## config.mk

```make
export PLATFORM = sky130hd
export DESIGN_NAME = burner_sequence_controller
export DESIGN_NICKNAME = d
export VERILOG_FILES = /design/src/burner_pkg.sv /design/src/burner_sequence_controller.sv
export SDC_FILE = /design/constraint.sdc
export NUM_CORES = 1
export LEC_CHECK = 0
export BUFFER_PORTS_ARGS = -buffer_cell sky130_fd_sc_hd__buf_4
export CELL_PAD_IN_SITES_DETAIL_PLACEMENT = 1
export CELL_PAD_IN_SITES_GLOBAL_PLACEMENT = 1
export CORE_MARGIN = 8
export CORE_UTILIZATION = 49
export CTS_BUF_LIST = sky130_fd_sc_hd__clkbuf_2
export DETAILED_ROUTE_END_ITERATION = 8
export PLACE_DENSITY_LB_ADDON = 0.1
export SLEW_MARGIN = 30
export SYNTH_ARGS = -nofsm -noshare
export SYNTH_HDL_FRONTEND = slang
export SYNTH_SLANG_ARGS = --single-unit
```

## constraint.sdc

```tcl
create_clock -name pclk -period 7.7 [get_ports pclk]
set_clock_uncertainty 0.05 [all_clocks]
set_input_delay 1.925 -clock pclk [delete_from_list [all_inputs] [get_ports pclk]]
set_output_delay 1.925 -clock pclk [all_outputs]
set_load 0.02 [all_outputs]
```

## src/burner_pkg.sv

```systemverilog
// Shared constants, types and register map of the burner sequencer
package burner_pkg;

	// Sequence states
	typedef enum logic [3:0] {
		S_INIT = 4'h0,
		S_HOLD = 4'h1,
		S_STBY = 4'h2,
		S_SHOLD = 4'h3,
		S_PURGE_HF = 4'h4,
		S_PURGE = 4'h5,
		S_PURGE_LF = 4'h6,
		S_PILOT = 4'h7,
		S_MAIN = 4'h8,
		S_RUN = 4'h9,
		S_POST = 4'hA,
		S_LOCK = 4'hB
	} seq_t;

	// Valve proving schedule codes
	localparam logic [2:0] VP_NEVER = 3'h0;
	localparam logic [2:0] VP_BEFORE = 3'h1;
	localparam logic [2:0] VP_AFTER = 3'h2;
	localparam logic [2:0] VP_BOTH = 3'h3;
	localparam logic [2:0] VP_SPLIT = 3'h4;

	// Register byte offsets
	localparam logic [7:0] A_CTRL = 8'h00;
	localparam logic [7:0] A_SCHED = 8'h04;
	localparam logic [7:0] A_PURGE = 8'h08;
	localparam logic [7:0] A_POST = 8'h0C;
	localparam logic [7:0] A_VPT = 8'h10;
	localparam logic [7:0] A_STAT = 8'h14;
	localparam logic [7:0] A_CMD = 8'h18;

	// Control field positions
	localparam int C_FULL = 0;
	localparam int C_PJ = 1;
	localparam int C_JA = 2;
	localparam int C_JB = 3;
	localparam int C_EXT = 4;

	// Reset values and the postpurge ceiling
	localparam logic [4:0] CTRL_RST = 5'h0C;
	localparam logic [2:0] SCHED_RST = 3'h0;
	localparam logic [3:0] PURGE_RST = 4'h0;
	localparam logic [11:0] POST_RST = 12'h00F;
	localparam logic [11:0] VPT_RST = 12'h00A;
	localparam logic [11:0] POST_MAX = 12'hF78;

	// One-second tick
	localparam int TICK_NS = 1000000000;
	localparam int CLK_NS = 8;
	localparam int TICK_CYC = TICK_NS / CLK_NS;

	// Sequence times in seconds
	localparam logic [11:0] T_INIT = 12'h00A;
	localparam logic [11:0] T_HOLD_MIN = 12'h005;
	localparam logic [11:0] T_HOLD_MAX = 12'h0F0;
	localparam logic [11:0] T_VP_START = 12'h00A;
	localparam logic [11:0] T_SHOLD = 12'h01E;
	localparam logic [3:0] T_INTLK = 4'hA;
	localparam logic [11:0] T_SPARK = 12'h005;
	localparam logic [11:0] T_PILOT_L = 12'h00A;
	localparam logic [11:0] T_PILOT_S = 12'h004;
	localparam logic [11:0] T_PILOT_OFF = 12'h00A;
	localparam logic [11:0] T_MAIN = 12'h00F;
	localparam logic [11:0] T_MAIN_EXT = 12'h01E;
	localparam logic [11:0] T_MAIN_VP = 12'h00A;
	localparam logic [11:0] T_DSI = 12'h004;
	localparam logic [11:0] T_STAB = 12'h00A;
	localparam logic [11:0] T_PII_POST = 12'h005;

	// Prepurge choices of the purge card, seconds
	localparam logic [11:0] PURGE_TAB [15] = '{
		12'h002, 12'h005, 12'h00A, 12'h00F, 12'h014,
		12'h01E, 12'h02D, 12'h03C, 12'h05A, 12'h078,
		12'h0B4, 12'h12C, 12'h258, 12'h384, 12'h708
	};

endpackage

```

## src/burner_sequence_controller.sv

```systemverilog
// Burner sequencing state machine with APB register slave
//
// Our own choices: the APB slave port and the register offsets.
`timescale 1ns/1ps

// Summary of operation
// - Ten second initiate before standby
// - Line fault holds; 5 s min, lockout 4 min
// - Standby waits demand with inputs correct
// - Prepurge blower, high fire, timing gated
// - Prepurge time from fifteen card choices
// - Proving runs with prepurge from 10 s
// - Pre-ignition open: hold 30 s or lockout
// - Interlock closed within 10 s of demand
// - Low fire, low-fire switch before ignition
// - Pilot, spark, intermittent; spark off 5 s
// - Flame by pilot period end, 10/4 s
// - Ignore pre-ignition; low-fire open locks out
// - Upstream valve on flame; pilot off 10 s
// - Intermittent pilot off timing by variant
// - Run after 15 s, or 30 s extended
// - Proving pilot: both valves, 15 s run
// - Direct spark: 4 s main trial then run
// - Proving without spark: 10 s main period
// - Ten second stabilization; run until demand drops
// - Postpurge blower, low fire, valves off
// - Pre-ignition closes within 5 s postpurge
// - Proving with postpurge, remainder completes
// - Five proving schedule choices
// - Both demands at once locks out
// - Proving demand with schedule never locks out
module burner_sequence_controller #(
	parameter int unsigned TICK_CYCLES = burner_pkg::TICK_CYC
) (
	// Clock and reset
	input wire logic pclk,
	input wire logic presetn,
	// APB slave
	input wire logic psel,
	input wire logic penable,
	input wire logic pwrite,
	input wire logic [31:0] paddr,
	input wire logic [31:0] pwdata,
	output logic [31:0] prdata,
	output logic pready,
	output logic pslverr,
	// Burner inputs
	input wire logic line_ok,
	input wire logic demand_normal,
	input wire logic proving_demand_input,
	input wire logic lockout_interlock,
	input wire logic pre_ignition_interlock,
	input wire logic high_fire_sw,
	input wire logic low_fire_sw,
	input wire logic flame_present,
	// Burner outputs
	output logic blower_out,
	output logic ignition_out,
	output logic pilot_out,
	output logic intermittent_pilot_out,
	output logic upstream_main_valve,
	output logic downstream_main_valve,
	output logic fire_high_cmd,
	output logic fire_low_cmd,
	output logic modulate_out,
	output logic lockout_out
);

	typedef struct packed {
		burner_pkg::seq_t sq;
		logic [31:0] tcnt;
		logic tick;
		logic [11:0] sec;
		logic [3:0] dsec;
		logic [11:0] vsec;
		logic vp_run;
		logic vp_done;
		logic prove;
		logic mod;
		logic blower;
		logic ign;
		logic pilot;
		logic ipilot;
		logic mv_up;
		logic mv_dn;
		logic hi_cmd;
		logic lo_cmd;
		logic lock;
		logic [4:0] ctrl;
		logic [2:0] sched;
		logic [3:0] pcard;
		logic [11:0] post;
		logic [11:0] vpt;
		logic pready;
		logic pslverr;
		logic [31:0] prdata;
	} state_t;

	state_t c;
	state_t n;

	// Purge card index to seconds; out-of-range picks the longest
	function automatic logic [11:0] purge_secs(input logic [3:0] idx);
		if (idx > 4'hE) begin
			return burner_pkg::PURGE_TAB[14];
		end
		return burner_pkg::PURGE_TAB[idx];
	endfunction

	// Address decode shared by read and write paths
	function automatic logic mapped(input logic [7:0] a);
		return a == burner_pkg::A_CTRL || a == burner_pkg::A_SCHED ||
			a == burner_pkg::A_PURGE || a == burner_pkg::A_POST ||
			a == burner_pkg::A_VPT || a == burner_pkg::A_STAT ||
			a == burner_pkg::A_CMD;
	endfunction

	logic full;
	logic dsi;
	logic act_dem;
	logic vp_pre;
	logic vp_post;
	logic keep_ip;
	logic [11:0] run_t;
	logic [11:0] ip_t;
	logic [11:0] pp_t;
	logic wr;
	logic [7:0] a8;
	burner_pkg::seq_t ns;

	// Configuration decode
	always_comb begin
		full = c.ctrl[burner_pkg::C_FULL];
		dsi = full ? c.ctrl[burner_pkg::C_JA] : c.ctrl[burner_pkg::C_JB];
		pp_t = c.ctrl[burner_pkg::C_PJ] ? burner_pkg::T_PILOT_S : burner_pkg::T_PILOT_L;
		act_dem = c.prove ? proving_demand_input : demand_normal;
		vp_pre = c.sched == burner_pkg::VP_BEFORE || c.sched == burner_pkg::VP_BOTH ||
			c.sched == burner_pkg::VP_SPLIT;
		vp_post = c.sched == burner_pkg::VP_AFTER || c.sched == burner_pkg::VP_BOTH ||
			c.sched == burner_pkg::VP_SPLIT;
		keep_ip = !full && c.ctrl[burner_pkg::C_JA];
		ip_t = (!full && c.ctrl[burner_pkg::C_EXT]) ? burner_pkg::T_MAIN_EXT
			: burner_pkg::T_MAIN;
		run_t = (!full && c.ctrl[burner_pkg::C_EXT]) ? burner_pkg::T_MAIN_EXT
			: burner_pkg::T_MAIN;
		a8 = paddr[7:0];
		wr = psel && penable && c.pready && pwrite;
	end

	// Next-state logic: timers, sequence, outputs and registers
	always_comb begin
		n = c;
		ns = c.sq;
		// Common one-second tick for every sequence timer
		n.tick = 1'b0;
		n.tcnt = c.tcnt + 32'h1;
		if (c.tcnt >= TICK_CYCLES - 1) begin
			n.tcnt = 32'h0;
			n.tick = 1'b1;
		end
		if (c.tick && c.sec != 12'hFFF) begin
			n.sec = c.sec + 12'h1;
		end
		if (c.tick && c.dsec != 4'hF) begin
			n.dsec = c.dsec + 4'h1;
		end

		// Proving test: upstream valve first half, downstream second
		if (c.vp_run && c.tick) begin
			n.vsec = c.vsec + 12'h1;
		end
		if (c.vp_run && c.vsec >= c.vpt) begin
			n.vp_run = 1'b0;
			n.vp_done = 1'b1;
		end
		if (c.sq == burner_pkg::S_PURGE && c.prove && vp_pre && !c.vp_run &&
			!c.vp_done && c.sec >= burner_pkg::T_VP_START) begin
			n.vp_run = 1'b1;
			n.vsec = 12'h0;
		end

		case (c.sq)
			burner_pkg::S_INIT: begin
				if (!line_ok) begin
					ns = burner_pkg::S_HOLD;
				end else if (c.sec >= burner_pkg::T_INIT) begin
					ns = burner_pkg::S_STBY;
				end
			end
			burner_pkg::S_HOLD: begin
				if (c.sec >= burner_pkg::T_HOLD_MAX) begin
					ns = burner_pkg::S_LOCK;
				end else if (line_ok && c.sec >= burner_pkg::T_HOLD_MIN) begin
					ns = burner_pkg::S_INIT;
				end
			end
			burner_pkg::S_STBY: begin
				if ((demand_normal || proving_demand_input) &&
					pre_ignition_interlock && !flame_present) begin
					ns = burner_pkg::S_PURGE_HF;
					n.prove = proving_demand_input;
					n.dsec = 4'h0;
					n.vp_done = 1'b0;
				end
			end
			burner_pkg::S_SHOLD: begin
				if (c.sec >= burner_pkg::T_SHOLD) begin
					ns = burner_pkg::S_STBY;
				end
			end
			burner_pkg::S_PURGE_HF, burner_pkg::S_PURGE, burner_pkg::S_PURGE_LF: begin
				if (!act_dem) begin
					ns = burner_pkg::S_STBY;
				end else if (!pre_ignition_interlock && !c.vp_run) begin
					ns = full ? burner_pkg::S_LOCK : burner_pkg::S_SHOLD;
				end else if (c.sq != burner_pkg::S_PURGE_LF && !lockout_interlock &&
					c.dsec >= burner_pkg::T_INTLK) begin
					ns = full ? burner_pkg::S_LOCK : burner_pkg::S_PURGE_HF;
					n.dsec = 4'h0;
					n.sec = 12'h0;
				end else if (c.sq == burner_pkg::S_PURGE_HF) begin
					if (lockout_interlock && high_fire_sw) begin
						ns = burner_pkg::S_PURGE;
					end
				end else if (c.sq == burner_pkg::S_PURGE) begin
					// Proving must finish before the low-fire drive
					if (c.sec >= purge_secs(c.pcard) &&
						(!(c.prove && vp_pre) || c.vp_done)) begin
						ns = burner_pkg::S_PURGE_LF;
					end
				end else if (low_fire_sw) begin
					ns = (c.prove && dsi) ? burner_pkg::S_MAIN : burner_pkg::S_PILOT;
				end
			end
			burner_pkg::S_PILOT: begin
				if (!low_fire_sw) begin
					ns = burner_pkg::S_LOCK;
				end else if (c.sec >= pp_t) begin
					ns = flame_present ? burner_pkg::S_MAIN : burner_pkg::S_LOCK;
				end
			end
			burner_pkg::S_MAIN: begin
				if (!low_fire_sw) begin
					ns = burner_pkg::S_LOCK;
				end else if (c.prove && dsi) begin
					if (c.sec >= burner_pkg::T_DSI) begin
						ns = flame_present ? burner_pkg::S_RUN : burner_pkg::S_LOCK;
					end
				end else if (c.prove && c.sec >= burner_pkg::T_MAIN_VP && !flame_present) begin
					ns = burner_pkg::S_LOCK;
				end else if (c.sec >= (c.prove ? burner_pkg::T_MAIN : run_t)) begin
					ns = flame_present ? burner_pkg::S_RUN : burner_pkg::S_LOCK;
				end
			end
			burner_pkg::S_RUN: begin
				if (!flame_present) begin
					ns = burner_pkg::S_LOCK;
				end else if (!act_dem) begin
					ns = burner_pkg::S_POST;
					n.vp_done = 1'b0;
					if (c.prove && vp_post) begin
						n.vp_run = 1'b1;
						n.vsec = 12'h0;
					end
				end
			end
			burner_pkg::S_POST: begin
				if (!pre_ignition_interlock && !c.vp_run &&
					c.sec >= burner_pkg::T_PII_POST) begin
					ns = burner_pkg::S_LOCK;
				end else if (c.sec >= c.post && !c.vp_run) begin
					ns = burner_pkg::S_STBY;
				end
			end
			burner_pkg::S_LOCK: begin
				// Only a software reset leaves lockout
				if (wr && a8 == burner_pkg::A_CMD && pwdata[0]) begin
					ns = burner_pkg::S_INIT;
				end
			end
			default: ns = burner_pkg::S_LOCK;
		endcase

		// Line loss restarts initiate from any running state
		if (!line_ok && c.sq != burner_pkg::S_INIT && c.sq != burner_pkg::S_HOLD &&
			c.sq != burner_pkg::S_LOCK) begin
			ns = burner_pkg::S_INIT;
		end
		// Conflicting or unscheduled demand wins over everything outside lockout
		if (c.sq != burner_pkg::S_LOCK && ((demand_normal && proving_demand_input) ||
			(proving_demand_input && c.sched == burner_pkg::VP_NEVER))) begin
			ns = burner_pkg::S_LOCK;
		end
		if (ns != c.sq) begin
			n.sec = 12'h0;
		end
		if (ns == burner_pkg::S_LOCK || ns == burner_pkg::S_STBY ||
			ns == burner_pkg::S_INIT) begin
			n.vp_run = 1'b0;
		end
		n.sq = ns;
		n.lock = ns == burner_pkg::S_LOCK;

		// Outputs follow the next state so they change with it
		n.blower = ns inside {burner_pkg::S_PURGE_HF, burner_pkg::S_PURGE,
			burner_pkg::S_PURGE_LF, burner_pkg::S_PILOT, burner_pkg::S_MAIN,
			burner_pkg::S_RUN, burner_pkg::S_POST};
		n.hi_cmd = ns == burner_pkg::S_PURGE_HF || ns == burner_pkg::S_PURGE;
		n.lo_cmd = ns == burner_pkg::S_PURGE_LF || ns == burner_pkg::S_PILOT ||
			ns == burner_pkg::S_MAIN || ns == burner_pkg::S_POST ||
			(ns == burner_pkg::S_RUN && n.sec < burner_pkg::T_STAB);
		n.mod = ns == burner_pkg::S_RUN && n.sec >= burner_pkg::T_STAB;
		n.pilot = ns == burner_pkg::S_PILOT || (ns == burner_pkg::S_MAIN &&
			!(n.prove && dsi) && n.sec < burner_pkg::T_PILOT_OFF);
		n.ign = (ns == burner_pkg::S_PILOT && n.sec < burner_pkg::T_SPARK) ||
			(ns == burner_pkg::S_MAIN && n.prove && dsi);
		n.ipilot = !n.prove && (ns == burner_pkg::S_PILOT ||
			(ns == burner_pkg::S_MAIN && (keep_ip || n.sec < ip_t)) ||
			(ns == burner_pkg::S_RUN && keep_ip));
		n.mv_up = ns == burner_pkg::S_MAIN || ns == burner_pkg::S_RUN ||
			(n.vp_run && n.vsec < (c.vpt >> 1));
		n.mv_dn = ((ns == burner_pkg::S_MAIN || ns == burner_pkg::S_RUN) && n.prove) ||
			(n.vp_run && n.vsec >= (c.vpt >> 1));

		// APB: answer in the first access cycle, no wait states
		n.pready = psel && !penable;
		n.pslverr = psel && !penable && !mapped(a8);
		n.prdata = 32'h0;
		if (psel && !penable && !pwrite) begin
			case (a8)
				burner_pkg::A_CTRL: n.prdata = {27'h0, c.ctrl};
				burner_pkg::A_SCHED: n.prdata = {29'h0, c.sched};
				burner_pkg::A_PURGE: n.prdata = {28'h0, c.pcard};
				burner_pkg::A_POST: n.prdata = {20'h0, c.post};
				burner_pkg::A_VPT: n.prdata = {20'h0, c.vpt};
				burner_pkg::A_STAT: n.prdata = {16'h0, c.blower, c.ign, c.pilot,
					c.ipilot, c.mv_up, c.mv_dn, c.hi_cmd, c.lo_cmd,
					2'h0, c.mod, c.vp_run, c.sq};
				default: n.prdata = 32'h0;
			endcase
		end
		// Settings change only while idle so a running cycle stays coherent
		if (wr && (c.sq == burner_pkg::S_STBY || c.sq == burner_pkg::S_LOCK ||
			c.sq == burner_pkg::S_INIT)) begin
			case (a8)
				burner_pkg::A_CTRL: n.ctrl = pwdata[4:0];
				burner_pkg::A_SCHED: n.sched = (pwdata[2:0] > burner_pkg::VP_SPLIT)
					? burner_pkg::VP_NEVER : pwdata[2:0];
				burner_pkg::A_PURGE: n.pcard = pwdata[3:0];
				burner_pkg::A_POST: n.post = (pwdata[11:0] > burner_pkg::POST_MAX)
					? burner_pkg::POST_MAX : pwdata[11:0];
				burner_pkg::A_VPT: n.vpt = pwdata[11:0];
				default: n.ctrl = c.ctrl;
			endcase
		end
	end

	// State register
	always_ff @(posedge pclk or negedge presetn) begin
		if (!presetn) begin
			c <= '0;
			c.sq <= burner_pkg::S_INIT;
			c.ctrl <= burner_pkg::CTRL_RST;
			c.sched <= burner_pkg::SCHED_RST;
			c.pcard <= burner_pkg::PURGE_RST;
			c.post <= burner_pkg::POST_RST;
			c.vpt <= burner_pkg::VPT_RST;
		end else begin
			c <= n;
		end
	end

	// Ports straight from the state flops
	assign prdata = c.prdata;
	assign pready = c.pready;
	assign pslverr = c.pslverr;
	assign blower_out = c.blower;
	assign ignition_out = c.ign;
	assign pilot_out = c.pilot;
	assign intermittent_pilot_out = c.ipilot;
	assign upstream_main_valve = c.mv_up;
	assign downstream_main_valve = c.mv_dn;
	assign fire_high_cmd = c.hi_cmd;
	assign fire_low_cmd = c.lo_cmd;
	assign modulate_out = c.mod;
	assign lockout_out = c.lock;
endmodule

```

==> flow_metrics.tcl, run 1 <==
set metrics [dict create \
    drc 0 \
    drive_gt1_share_pct 14.70 \
    final_nets 1152 \
    cts_num_sinks 132 \
    via_count 7421 \
    clockBufferDepth 2 \
    clkTransAtPathRegs_ns 0.20 \
    synthDistinctLibCells 81 \
    peakVddDrop_v 0.0001083 \
    power.density_nw_per_um2 194.5 \
    relSlewSlack_pct 38.22 \
    clkLatencyLatePin_ns 0.77 \
    finalHoldViolations 0 \
    hp-class "flop to flop" \
    fin_tns_setup_ns 0 \
    overflow 0 \
    finalPower_w 0.001837 \
    worstMarginPinSlew_ns 0.9034 \
    routedWlPerCell_um 19.98 \
    regMostFlops "c" \
    hpwl_mm 19.20 \
    post-place-ws_ns 1.790 \
    crit_fanout 13 \
    core_area_um2 17780 \
    worst_ep_arrival_time_ns 5.92 \
    crit_chain "inv_1, nor2_1, o21a_1, a31oi_1, ha_1, nand3_1, or3_1, a31oi_1, o21ai_1, a311o_1, and3_1, o32ai_2, or2_4, nor3_2, ha_1, nand3_1, o32a_1, o311ai_0, o21ai_0" \
    ios 121 \
    setup_viol 0 \
    ys_ff_latch 132 \
    synthArstFlopShare_pct 100.0 \
    syn_to_final_growth_pct 7.157 \
    grt_max_degree 76 \
    post-cts-setup-buffers 0 \
    die_area_um2 22530 \
    syn_inst 985 \
    status "completed" \
    synth_area_um2 8811 \
    place_inst 1225 \
    rsz0062_at_grt "no" \
    timing.fmax_mhz 187.6 \
    postRouteAntennaNets 0 \
    final_cells 1257 \
    ys.flop_type "dfrtp_1" \
    cts_tree "yes" \
    setup.worst_path.start_class "flop" \
    leakagePower_nw 4.291 \
    firstDrtPassIters 5 \
    initial_core_util_pct 49.56 \
    grt_pass1_wl_mm 40.19 \
    largest_register_ffs 104 \
    postSynthAreaPerCell_um2 8.945 \
    cts-hold-fix-buffers 0 \
    synth.yosys.seq_area_share_pct 37.60 \
    worstSetupEndpointType "flop" \
    chipHeight_um 150.1 \
    grt_usage_pct 22.85 \
    die_w_um 150.1 \
    fillerInstances 2118 \
    post_cts_resized 0 \
    final-max-slew-violation-count 0 \
    gp_congestion 0.9338 \
    synth_edf_count 0 \
    finalCritPeriodShare_pct 69.21 \
    cts_max_level 4 \
    crit_type "flop to flop" \
    avgViaCountPerCell 5.904 \
    antenna_found_initial 1 \
    cts_made_buffers 17 \
    yosysWarnings 0 \
    critPathSlowestCell "dfrtp_1" \
    routed_wl_mm 25.12 \
    maxCapViolations 0 \
    period_needed_ns 5.329 \
    slowest_delay_ns 0.67 \
    rows 49 \
    setup_ws_ns 2.371 \
    grt_pass1_vias 7480 \
    io_buffers 60 \
    worstPathRequired_ns 8.29 \
    drt-initial-drc-count 437 \
    clockRootBuffer "clkbuf_2" \
]
==> final timing paths <==
| kind | startpoint | endpoint | slack [ns] | cells past startpoint |
|---|---|---|---|---|
| max | c[61]$_DFFE_PN0P_ | intermittent_pilot_out$_DFF_PN0_ | 2.37 | 19 |
| max reg2reg | c[61]$_DFFE_PN0P_ | intermittent_pilot_out$_DFF_PN0_ | 2.37 | 19 |
| min reg2reg | c[37]$_DFFE_PN1P_ | c[37]$_DFFE_PN1P_ | 0.45 | 2 |
| min | c[37]$_DFFE_PN1P_ | c[37]$_DFFE_PN1P_ | 0.45 | 2 |
| max in group asynchronous | presetn | c[147]$_DFF_PN0_ | 5.47 | 2 |
| min in group asynchronous | presetn | c[58]$_DFFE_PN0P_ | 1.05 | 1 |
==> cell families after synthesis <==
group | Yosys count | share of synthesized area (%)
buf+inv | 125 | 7.043
simple gates | 395 | 23.53
compound gates | 198 | 14.81
other cells | 1 | 0.04256
flops | 132 | 37.60
fa+ha+maj | 60 | 8.520
mux | 30 | 4.075
xor+xnor | 44 | 4.374
==> report_power, final <==
group	internal [W]	total (W)	switching, W
Combinational	0.000239	0.000619	0.000380
Clock	0.0000859	0.000382	0.000296
Sequential	0.000741	0.000836	0.0000948
==> synthesized netlist by cell type, types with 16 or more instances <==
library cell	n	area, um2
a21oi_1	33	165.2
a31oi_1	18	112.6
and3_1	20	125.1
buf_4	32	240.2
clkbuf_1	24	90.09
dfrtp_1	124	3103
ha_1	60	750.7
inv_1	53	198.9
mux2_2	17	191.4
nand2_1	79	296.5
nand2b_1	16	100.1
nand3_1	44	220.2
nand4_1	23	143.9
nor2_1	113	424.2
nor2b_1	16	100.1
o21ai_0	55	275.3
xnor2_1	17	148.9
xor2_1	27	236.5
==> cell type report <==
class / instances / area, um2 / area share, %
clock buffer: 17 / 85.08 / 0.9011
clock inverter: 14 / 103.9 / 1.100
sequential: 132 / 3313 / 35.09
antenna: 1 / 2.502 / 0.02650
inverter: 53 / 198.9 / 2.107
timing repair buffer: 63 / 480.5 / 5.089
multi-input combinational: 748 / 4971 / 52.65
tap: 229 / 286.5 / 3.035
==> worst max-delay path, delay by kind of cell, from the launching register on <==
family / cells / cell delay [ns]
compound gates: 9 / 2.38
simple gates: 7 / 1.29
flops: 1 / 0.67
fa+ha+maj: 2 / 0.63
buf+inv: 1 / 0.20
==> layout by cell type, fill, tap and decap left out, types with 5 or more instances in the layout <==
cell,n
nor2b_1,16
conb_1,21
a31oi_1,18
o31ai_1,6
mux2_2,17
nand3_1,44
dfrtp_1,124
nor3_2,8
nand2b_1,16
nor3_1,15
and3_1,20
o21ai_0,55
buf_4,61
or3_1,5
nand2_1,79
clkbuf_2,17
a21oi_1,33
and4_1,8
xor2_1,27
ha_1,60
xnor2_1,17
nor4_1,6
nand4b_1,5
dfstp_2,8
a211o_1,8
mux2i_1,10
nand4_1,23
and2_1,12
inv_1,53
a21o_1,12
a211oi_1,7
nor2_1,113
a22oi_1,13
==> metal layers <==
metal | vias up | wire length (um) | track usage [%]
met1 | 3685 | 11330 | 29.97
met3 | 36 | 1210 | 3.937
met2 | 181 | 12100 | 37.91
li1 | 3519 | - | -
met4 | 0 | 482 | 6.947
met5 | - | 0 | 0
==> metrics by stage <==
stage / util (%) / hold WS (ns) / area, um2
after floorplan: - / 0.3998 / 8886
after global routing: 53.10 / 0.4763 / 9442
after detailed placement: 52.01 / 0.4240 / 9246
final: 53.10 / 0.4511 / 9442
after CTS: 53.07 / 0.4544 / 9435
after global placement: 51.96 / 0.4136 / 9239
No activity file was read; power rests on OpenSTA's default activity.
==> run 2: changes to the inputs <==
- CORE_UTILIZATION: 49 -> 46
- clock period: 7.7 -> 5.2 ns (I/O delays scaled with it)
==> run 2 against run 1 <==
- worst setup slack worse by 2.0 ns
- fmax up 11%
- final area up 1.6%
- power grew 57%
- critical endpoint unchanged
- core utilization shrank 2.0 points
- cell count up 1.5%
- highest routed layer unchanged
- via count grew 0.39%
- critical path type unchanged
- first-iteration DRC count shrank 11%
- wire length rose by 4.7%
- non-clock buffer count grew 14
- clock power grew 71%
==> flow_metrics.tcl, run 2 (synthesis gave the netlist of run 1 again) <==
set metrics [dict create \
    antenna_found_initial 1 \
    grt_usage_pct 22.58 \
    final-max-slew-violation-count 0 \
    place_inst 1244 \
    cts_tree "yes" \
    setup.worst_path.start_class "flop" \
    postRouteAntennaNets 0 \
    avgViaCountPerCell 5.839 \
    leakagePower_nw 4.376 \
    grt_pass1_wl_mm 42.44 \
    r2r_slack_ns 0.39 \
    power.density_nw_per_um2 299.5 \
    crit_fanout 15 \
    critPathSlowestCell "dfrtp_2" \
    die_area_um2 23840 \
    cts_made_buffers 17 \
    fin_tns_setup_ns 0 \
    via_count 7450 \
    routedWlPerCell_um 20.61 \
    cp.buffers_inverters 0 \
    r2r-start "c[60]$_DFFE_PN0P_" \
    maxCapViolations 0 \
    gp_congestion 0.9266 \
    clockBufferDepth 2 \
    global_route.usage.met1_pct 29.73 \
    firstDrtPassIters 5 \
    grt_pass1_vias 7762 \
    largest_register_ffs 104 \
    worstSetupEndpointType "flop" \
    regMostFlops "c" \
    final_cells 1276 \
    r2r_cells 17 \
    routed_wl_mm 26.29 \
    hpwl_mm 19.97 \
    holdPathEnd "c[37]$_DFFE_PN1P_" \
    worstHoldStart "c[37]$_DFFE_PN1P_" \
    setup_viol 0 \
    period_needed_ns 4.806 \
    crit_chain "o21ai_0, a21o_1, ha_1, nand3_1, or3_1, a31oi_1, o21ai_1, a311o_1, and3_1, o32ai_2, or2_4, nor3_2, ha_1, nand3_1, o32a_1, o311ai_0, o21ai_0" \
    timing.fmax_mhz 208.1 \
    clockRootBuffer "clkbuf_2" \
    swShare_pct 40.06 \
    combinationalPowerShare_pct 36.1 \
    io_buffers 60 \
    use_met3_pct 3.483 \
    worstPathRequired_ns 5.75 \
    rsz0062_at_grt "no" \
    cts_num_sinks 132 \
    post-cts-setup-buffers 0 \
    cts-hold-fix-buffers 0 \
    final_cell_mix "dfrtp_1, nor2_1, nand2_1, buf_4, ha_1" \
    drive_gt1_share_pct 16.23 \
    top_usage_layer "met2" \
    hp-class "flop to flop" \
    switchingPower_w 0.001152 \
    post_cts_resized 0 \
    crit_type "flop to flop" \
    reg2reg_to "intermittent_pilot_out$_DFF_PN0_" \
    initial_core_util_pct 46.95 \
    use_met2_pct 37.36 \
    ios 121 \
    drc 0 \
    peakVddDrop_v 0.0001507 \
    slowest_delay_ns 0.58 \
    critPathTopFamily "compound AO/OA/AOI/OAI gates" \
    drt-initial-drc-count 387 \
    status "completed" \
    worstMarginPinSlew_ns 0.7424 \
    finalHoldViolations 0 \
    clkTransAtPathRegs_ns 0.20 \
    p_clk_share_pct 22.7 \
    pwr-share-seq_pct 41.1 \
    cts_max_level 4 \
    rows 50 \
    worst_ep_arrival_time_ns 5.35 \
    fillerInstances 2244 \
    chipHeight_um 154.4 \
    final_common_cell "dfrtp_1" \
    min_path_cells 2 \
    die_w_um 154.4 \
    core_area_um2 18770 \
    finalCritPeriodShare_pct 92.42 \
    final_nets 1166 \
    overflow 0 \
    grt_max_degree 72 \
    syn_to_final_growth_pct 8.918 \
    p_int_w 0.001723 \
    clkLatencyLatePin_ns 0.74 \
    relSlewSlack_pct 49.09 \
]
==> run 2: changes by cell type in the layout (fill, tap and decap cells not counted), sizes merged <==
cell    delta
buf       +14
clkinv     -3
bufinv     +2
clkbuf     +1
==> run 2: layer usage <==
layer,vias up,share of wire [%]
met3,27,4.5
met5,-,0
li1,3556,-
met1,3698,46
met2,169,48
met4,0,1.8
==> run 2: worst min-delay path, delay by kind of cell (launching register included) <==
family / cells / cell delay (ns)
flops: 1 / 0.41
compound gates: 1 / 0.07
simple gates: 1 / 0.05
==> run 2: cell type report <==
cell class | instances | area, um2 | share of cell area, %
Inverter | 53 | 198.9 | 2.073
Sequential cell | 132 | 3317 | 34.56
Clock buffer | 18 | 90.09 | 0.9387
Tap cell | 234 | 292.8 | 3.051
Multi-Input combinational cell | 748 | 4964 | 51.72
Clock inverter | 13 | 150.1 | 1.565
Timing Repair Buffer | 77 | 581.8 | 6.063
Antenna cell | 1 | 2.502 | 0.02608
==> run 2: power by group through the flow <==
stage	Sequential (W)	Clock [W]	Combinational, W
floorplan	0.00119	0	0.000695
global placement	0.00120	0	0.00101
detailed placement	0.00120	0	0.00103
CTS	0.00118	0.000678	0.00104
global route	0.00119	0.000708	0.00114
finish	0.00118	0.000654	0.00104
==> run 2: how the worst max path moves through the flow <==
| stage | startpoint | to | slack [ns] | cells after the start |
|---|---|---|---|---|
| floorplan | paddr[0] | intermittent_pilot_out$_DFF_PN0_ | 0.54 | 15 |
| CTS | c[59]$_DFFE_PN0P_ | intermittent_pilot_out$_DFF_PN0_ | 0.31 | 17 |
| finish | c[60]$_DFFE_PN0P_ | intermittent_pilot_out$_DFF_PN0_ | 0.39 | 17 |
| global placement | paddr[0] | intermittent_pilot_out$_DFF_PN0_ | 0.08 | 15 |
| global route | c[59]$_DFFE_PN0P_ | intermittent_pilot_out$_DFF_PN0_ | 0.08 | 18 |
| detailed placement | paddr[0] | intermittent_pilot_out$_DFF_PN0_ | 0.06 | 15 |
==> run 2: stage by stage <==
stage                     util [%]  cell area (um2)  power (W)  worst slack (ns)  hold WS, ns
after global placement       49.82             9350   0.002210           0.07737       0.4219
after global routing         51.13             9597   0.003039           0.07673       0.4891
final                        51.13             9597   0.002875            0.3942       0.4567
after floorplan                  -             8886   0.001880            0.5446       0.3998
after detailed placement     49.82             9350   0.002228           0.05616       0.4338
after CTS                    51.10             9590   0.002895            0.3104       0.4603
==> run 3: changes to the inputs <==
- CELL_PAD_IN_SITES_DETAIL_PLACEMENT: 1 -> default
- CELL_PAD_IN_SITES_GLOBAL_PLACEMENT: 1 -> default
- CORE_UTILIZATION: 46 -> 50
- CTS_BUF_LIST: sky130_fd_sc_hd__clkbuf_2 -> sky130_fd_sc_hd__clkbuf_16
- PLACE_DENSITY: default -> 0.71
- PLACE_DENSITY_LB_ADDON: 0.1 -> default
==> run 3 against run 2 <==
- fmax up 0.73%
- largest power group unchanged
- combinational power shrank 4%
- via count decreased by 0.48%
- sequential share of layout area shrank 1.1 points
- first-iteration DRC count rose by 40%
- largest cell class unchanged
- power grew 16%
- critical endpoint unchanged
- register-to-register slack better by 0.03 ns
- flip-flop and latch count unchanged
==> flow_metrics.tcl, run 3 (synthesis gave the netlist of run 1 again) <==
set metrics [dict create \
    gp_congestion 0.9208 \
    post-cts-setup-buffers 0 \
    rsz0062_at_grt "no" \
    regArea_um2 3313 \
    drive_gt1_share_pct 15.78 \
    worst_ep_arrival_time_ns 5.00 \
    fin_hold_ws_ns 0.4367 \
    relSlewSlack_pct 41.35 \
    clockRootBuffer "clkbuf_16" \
    period_needed_ns 4.771 \
    crit_chain "o21ai_0, a21o_1, ha_1, nand3_1, or3_1, a31oi_1, o21ai_1, a311o_1, and3_1, o32ai_2, or2_4, nor3_2, ha_1, nand3_1, o32a_1, o311ai_0, o21ai_0" \
    drc 0 \
    die_area_um2 22130 \
    peakVddDrop_v 0.0003066 \
    crit_fanout 15 \
    cts_made_buffers 17 \
    clkTransAtPathRegs_ns 0.06 \
    firstDrtPassIters 5 \
    final_common_cell "dfrtp_1" \
    clockBufferDepth 2 \
    leakagePower_nw 4.510 \
    worstMarginPinSlew_ns 0.8798 \
    cts-hold-fix-buffers 0 \
    diodes 0 \
    antenna_found_initial 0 \
    overflow 0 \
    routed_wl_mm 23.07 \
    cts_tree "yes" \
    worstPathRequired_ns 5.43 \
    wl_met3_mm 1.594 \
    slowest_delay_ns 0.65 \
    top_layer "met4" \
    rows 48 \
    setup_viol 0 \
    fin_tns_setup_ns 0 \
    io_buffers 60 \
    clkLatencyLatePin_ns 0.43 \
    post_cts_resized 0 \
    timing.fmax_mhz 209.6 \
    final_cell_mix "dfrtp_1, nor2_1, nand2_1, buf_4, ha_1" \
    postRouteAntennaNets 0 \
    grt_usage_pct 21.24 \
    finalCritPeriodShare_pct 91.75 \
    fillerInstances 1534 \
    routedWlPerCell_um 18.25 \
    hpwl_mm 17.10 \
    cts_max_level 4 \
    setup.worst_path.start_class "flop" \
    routedLengthMet1_mm 10.23 \
    die_w_um 148.7 \
    finalHoldViolations 0 \
    final-max-slew-violation-count 0 \
    via_count 7414 \
    critPathSlowestCell "dfrtp_1" \
    regMostFlops "c" \
    grt_pass1_wl_mm 37.25 \
    avgViaCountPerCell 5.866 \
    syn_to_final_growth_pct 12.33 \
    grt_max_degree 110 \
    hp-class "flop to flop" \
    initial_core_util_pct 51.12 \
    multi_input_area_um2 4971 \
    chipHeight_um 148.7 \
    grt_pass1_vias 7028 \
    cts_num_sinks 132 \
    power.density_nw_per_um2 337.6 \
    final_nets 1163 \
    cp.buffers_inverters 0 \
    largest_register_ffs 104 \
    maxCapViolations 0 \
    ios 121 \
    core_area_um2 17240 \
    critPathTopFamily "compound AO/OA/AOI/OAI gates" \
    crit_type "flop to flop" \
    worstSetupEndpointType "flop" \
    wl_met2_mm 10.71 \
    status "completed" \
    drt-initial-drc-count 542 \
]
## run 3: cell count changes in the layout (fill, tap and decap cells not counted), sizes merged
cell and change:
buf -4, bufinv -1, clkinv +4, clkinvlp -2, diode -1, inv +1
## run 3: final timing paths
kind,endpoint,depth (start not counted),startpoint,slack (ns)
max,intermittent_pilot_out$_DFF_PN0_,17,c[60]$_DFFE_PN0P_,0.43
min,c[37]$_DFFE_PN1P_,2,c[37]$_DFFE_PN1P_,0.44
max reg2reg,intermittent_pilot_out$_DFF_PN0_,17,c[60]$_DFFE_PN0P_,0.43
min reg2reg,c[37]$_DFFE_PN1P_,2,c[37]$_DFFE_PN1P_,0.44
max in group asynchronous,c[97]$_DFF_PN0_,2,presetn,3.32
min in group asynchronous,c[117]$_DFF_PN0_,1,presetn,0.90
## run 3: worst register-to-register path: cells and delay by family, from the launching register on
family / cells / cell delay, ns
AO/OA/AOI/OAI: 9 / 2.37
adder cells (fa/ha/maj): 2 / 0.59
flip-flops: 1 / 0.65
AND/OR/NAND/NOR: 6 / 0.95
## run 3: final cells by class
class | instances | share of cell area (%)
multi-input cells | 748 | 50.23
flip-flops and latches | 132 | 33.48
repair buffers | 74 | 5.676
clock buffers | 17 | 4.298
well taps | 225 | 2.845
inverters | 53 | 2.010
clock inverters | 15 | 1.466
## run 3: where the power goes
part	leakage (nW)	total, W	internal, W	switching (W)
logic	2.49	0.000999	0.000390	0.000609
registers	1.74	0.00118	0.00110	0.0000787
clock network	0.277	0.00117	0.000668	0.000497
## run 3: metrics by stage
stage | power (W) | utilization (%) | std cells | setup WS [ns] | instance area, um2
after floorplan | 0.001880 | - | 1005 | 0.5446 | 8886
after global placement | 0.002166 | 54.05 | 1232 | 0.1662 | 9316
after detailed placement | 0.002175 | 54.09 | 1232 | 0.1585 | 9324
after CTS | 0.003351 | 57.40 | 1264 | 0.4919 | 9894
after global routing | 0.003514 | 57.42 | 1264 | 0.04228 | 9897
final | 0.003341 | 57.42 | 1264 | 0.4292 | 9897
## run 3: routing by layer
metal  up-vias  global-route usage, %
li1       3548                      -
met1      3598                  27.97
met2       226                  33.59
met3        42                  5.158
met4         0                  7.370
met5         -                      0
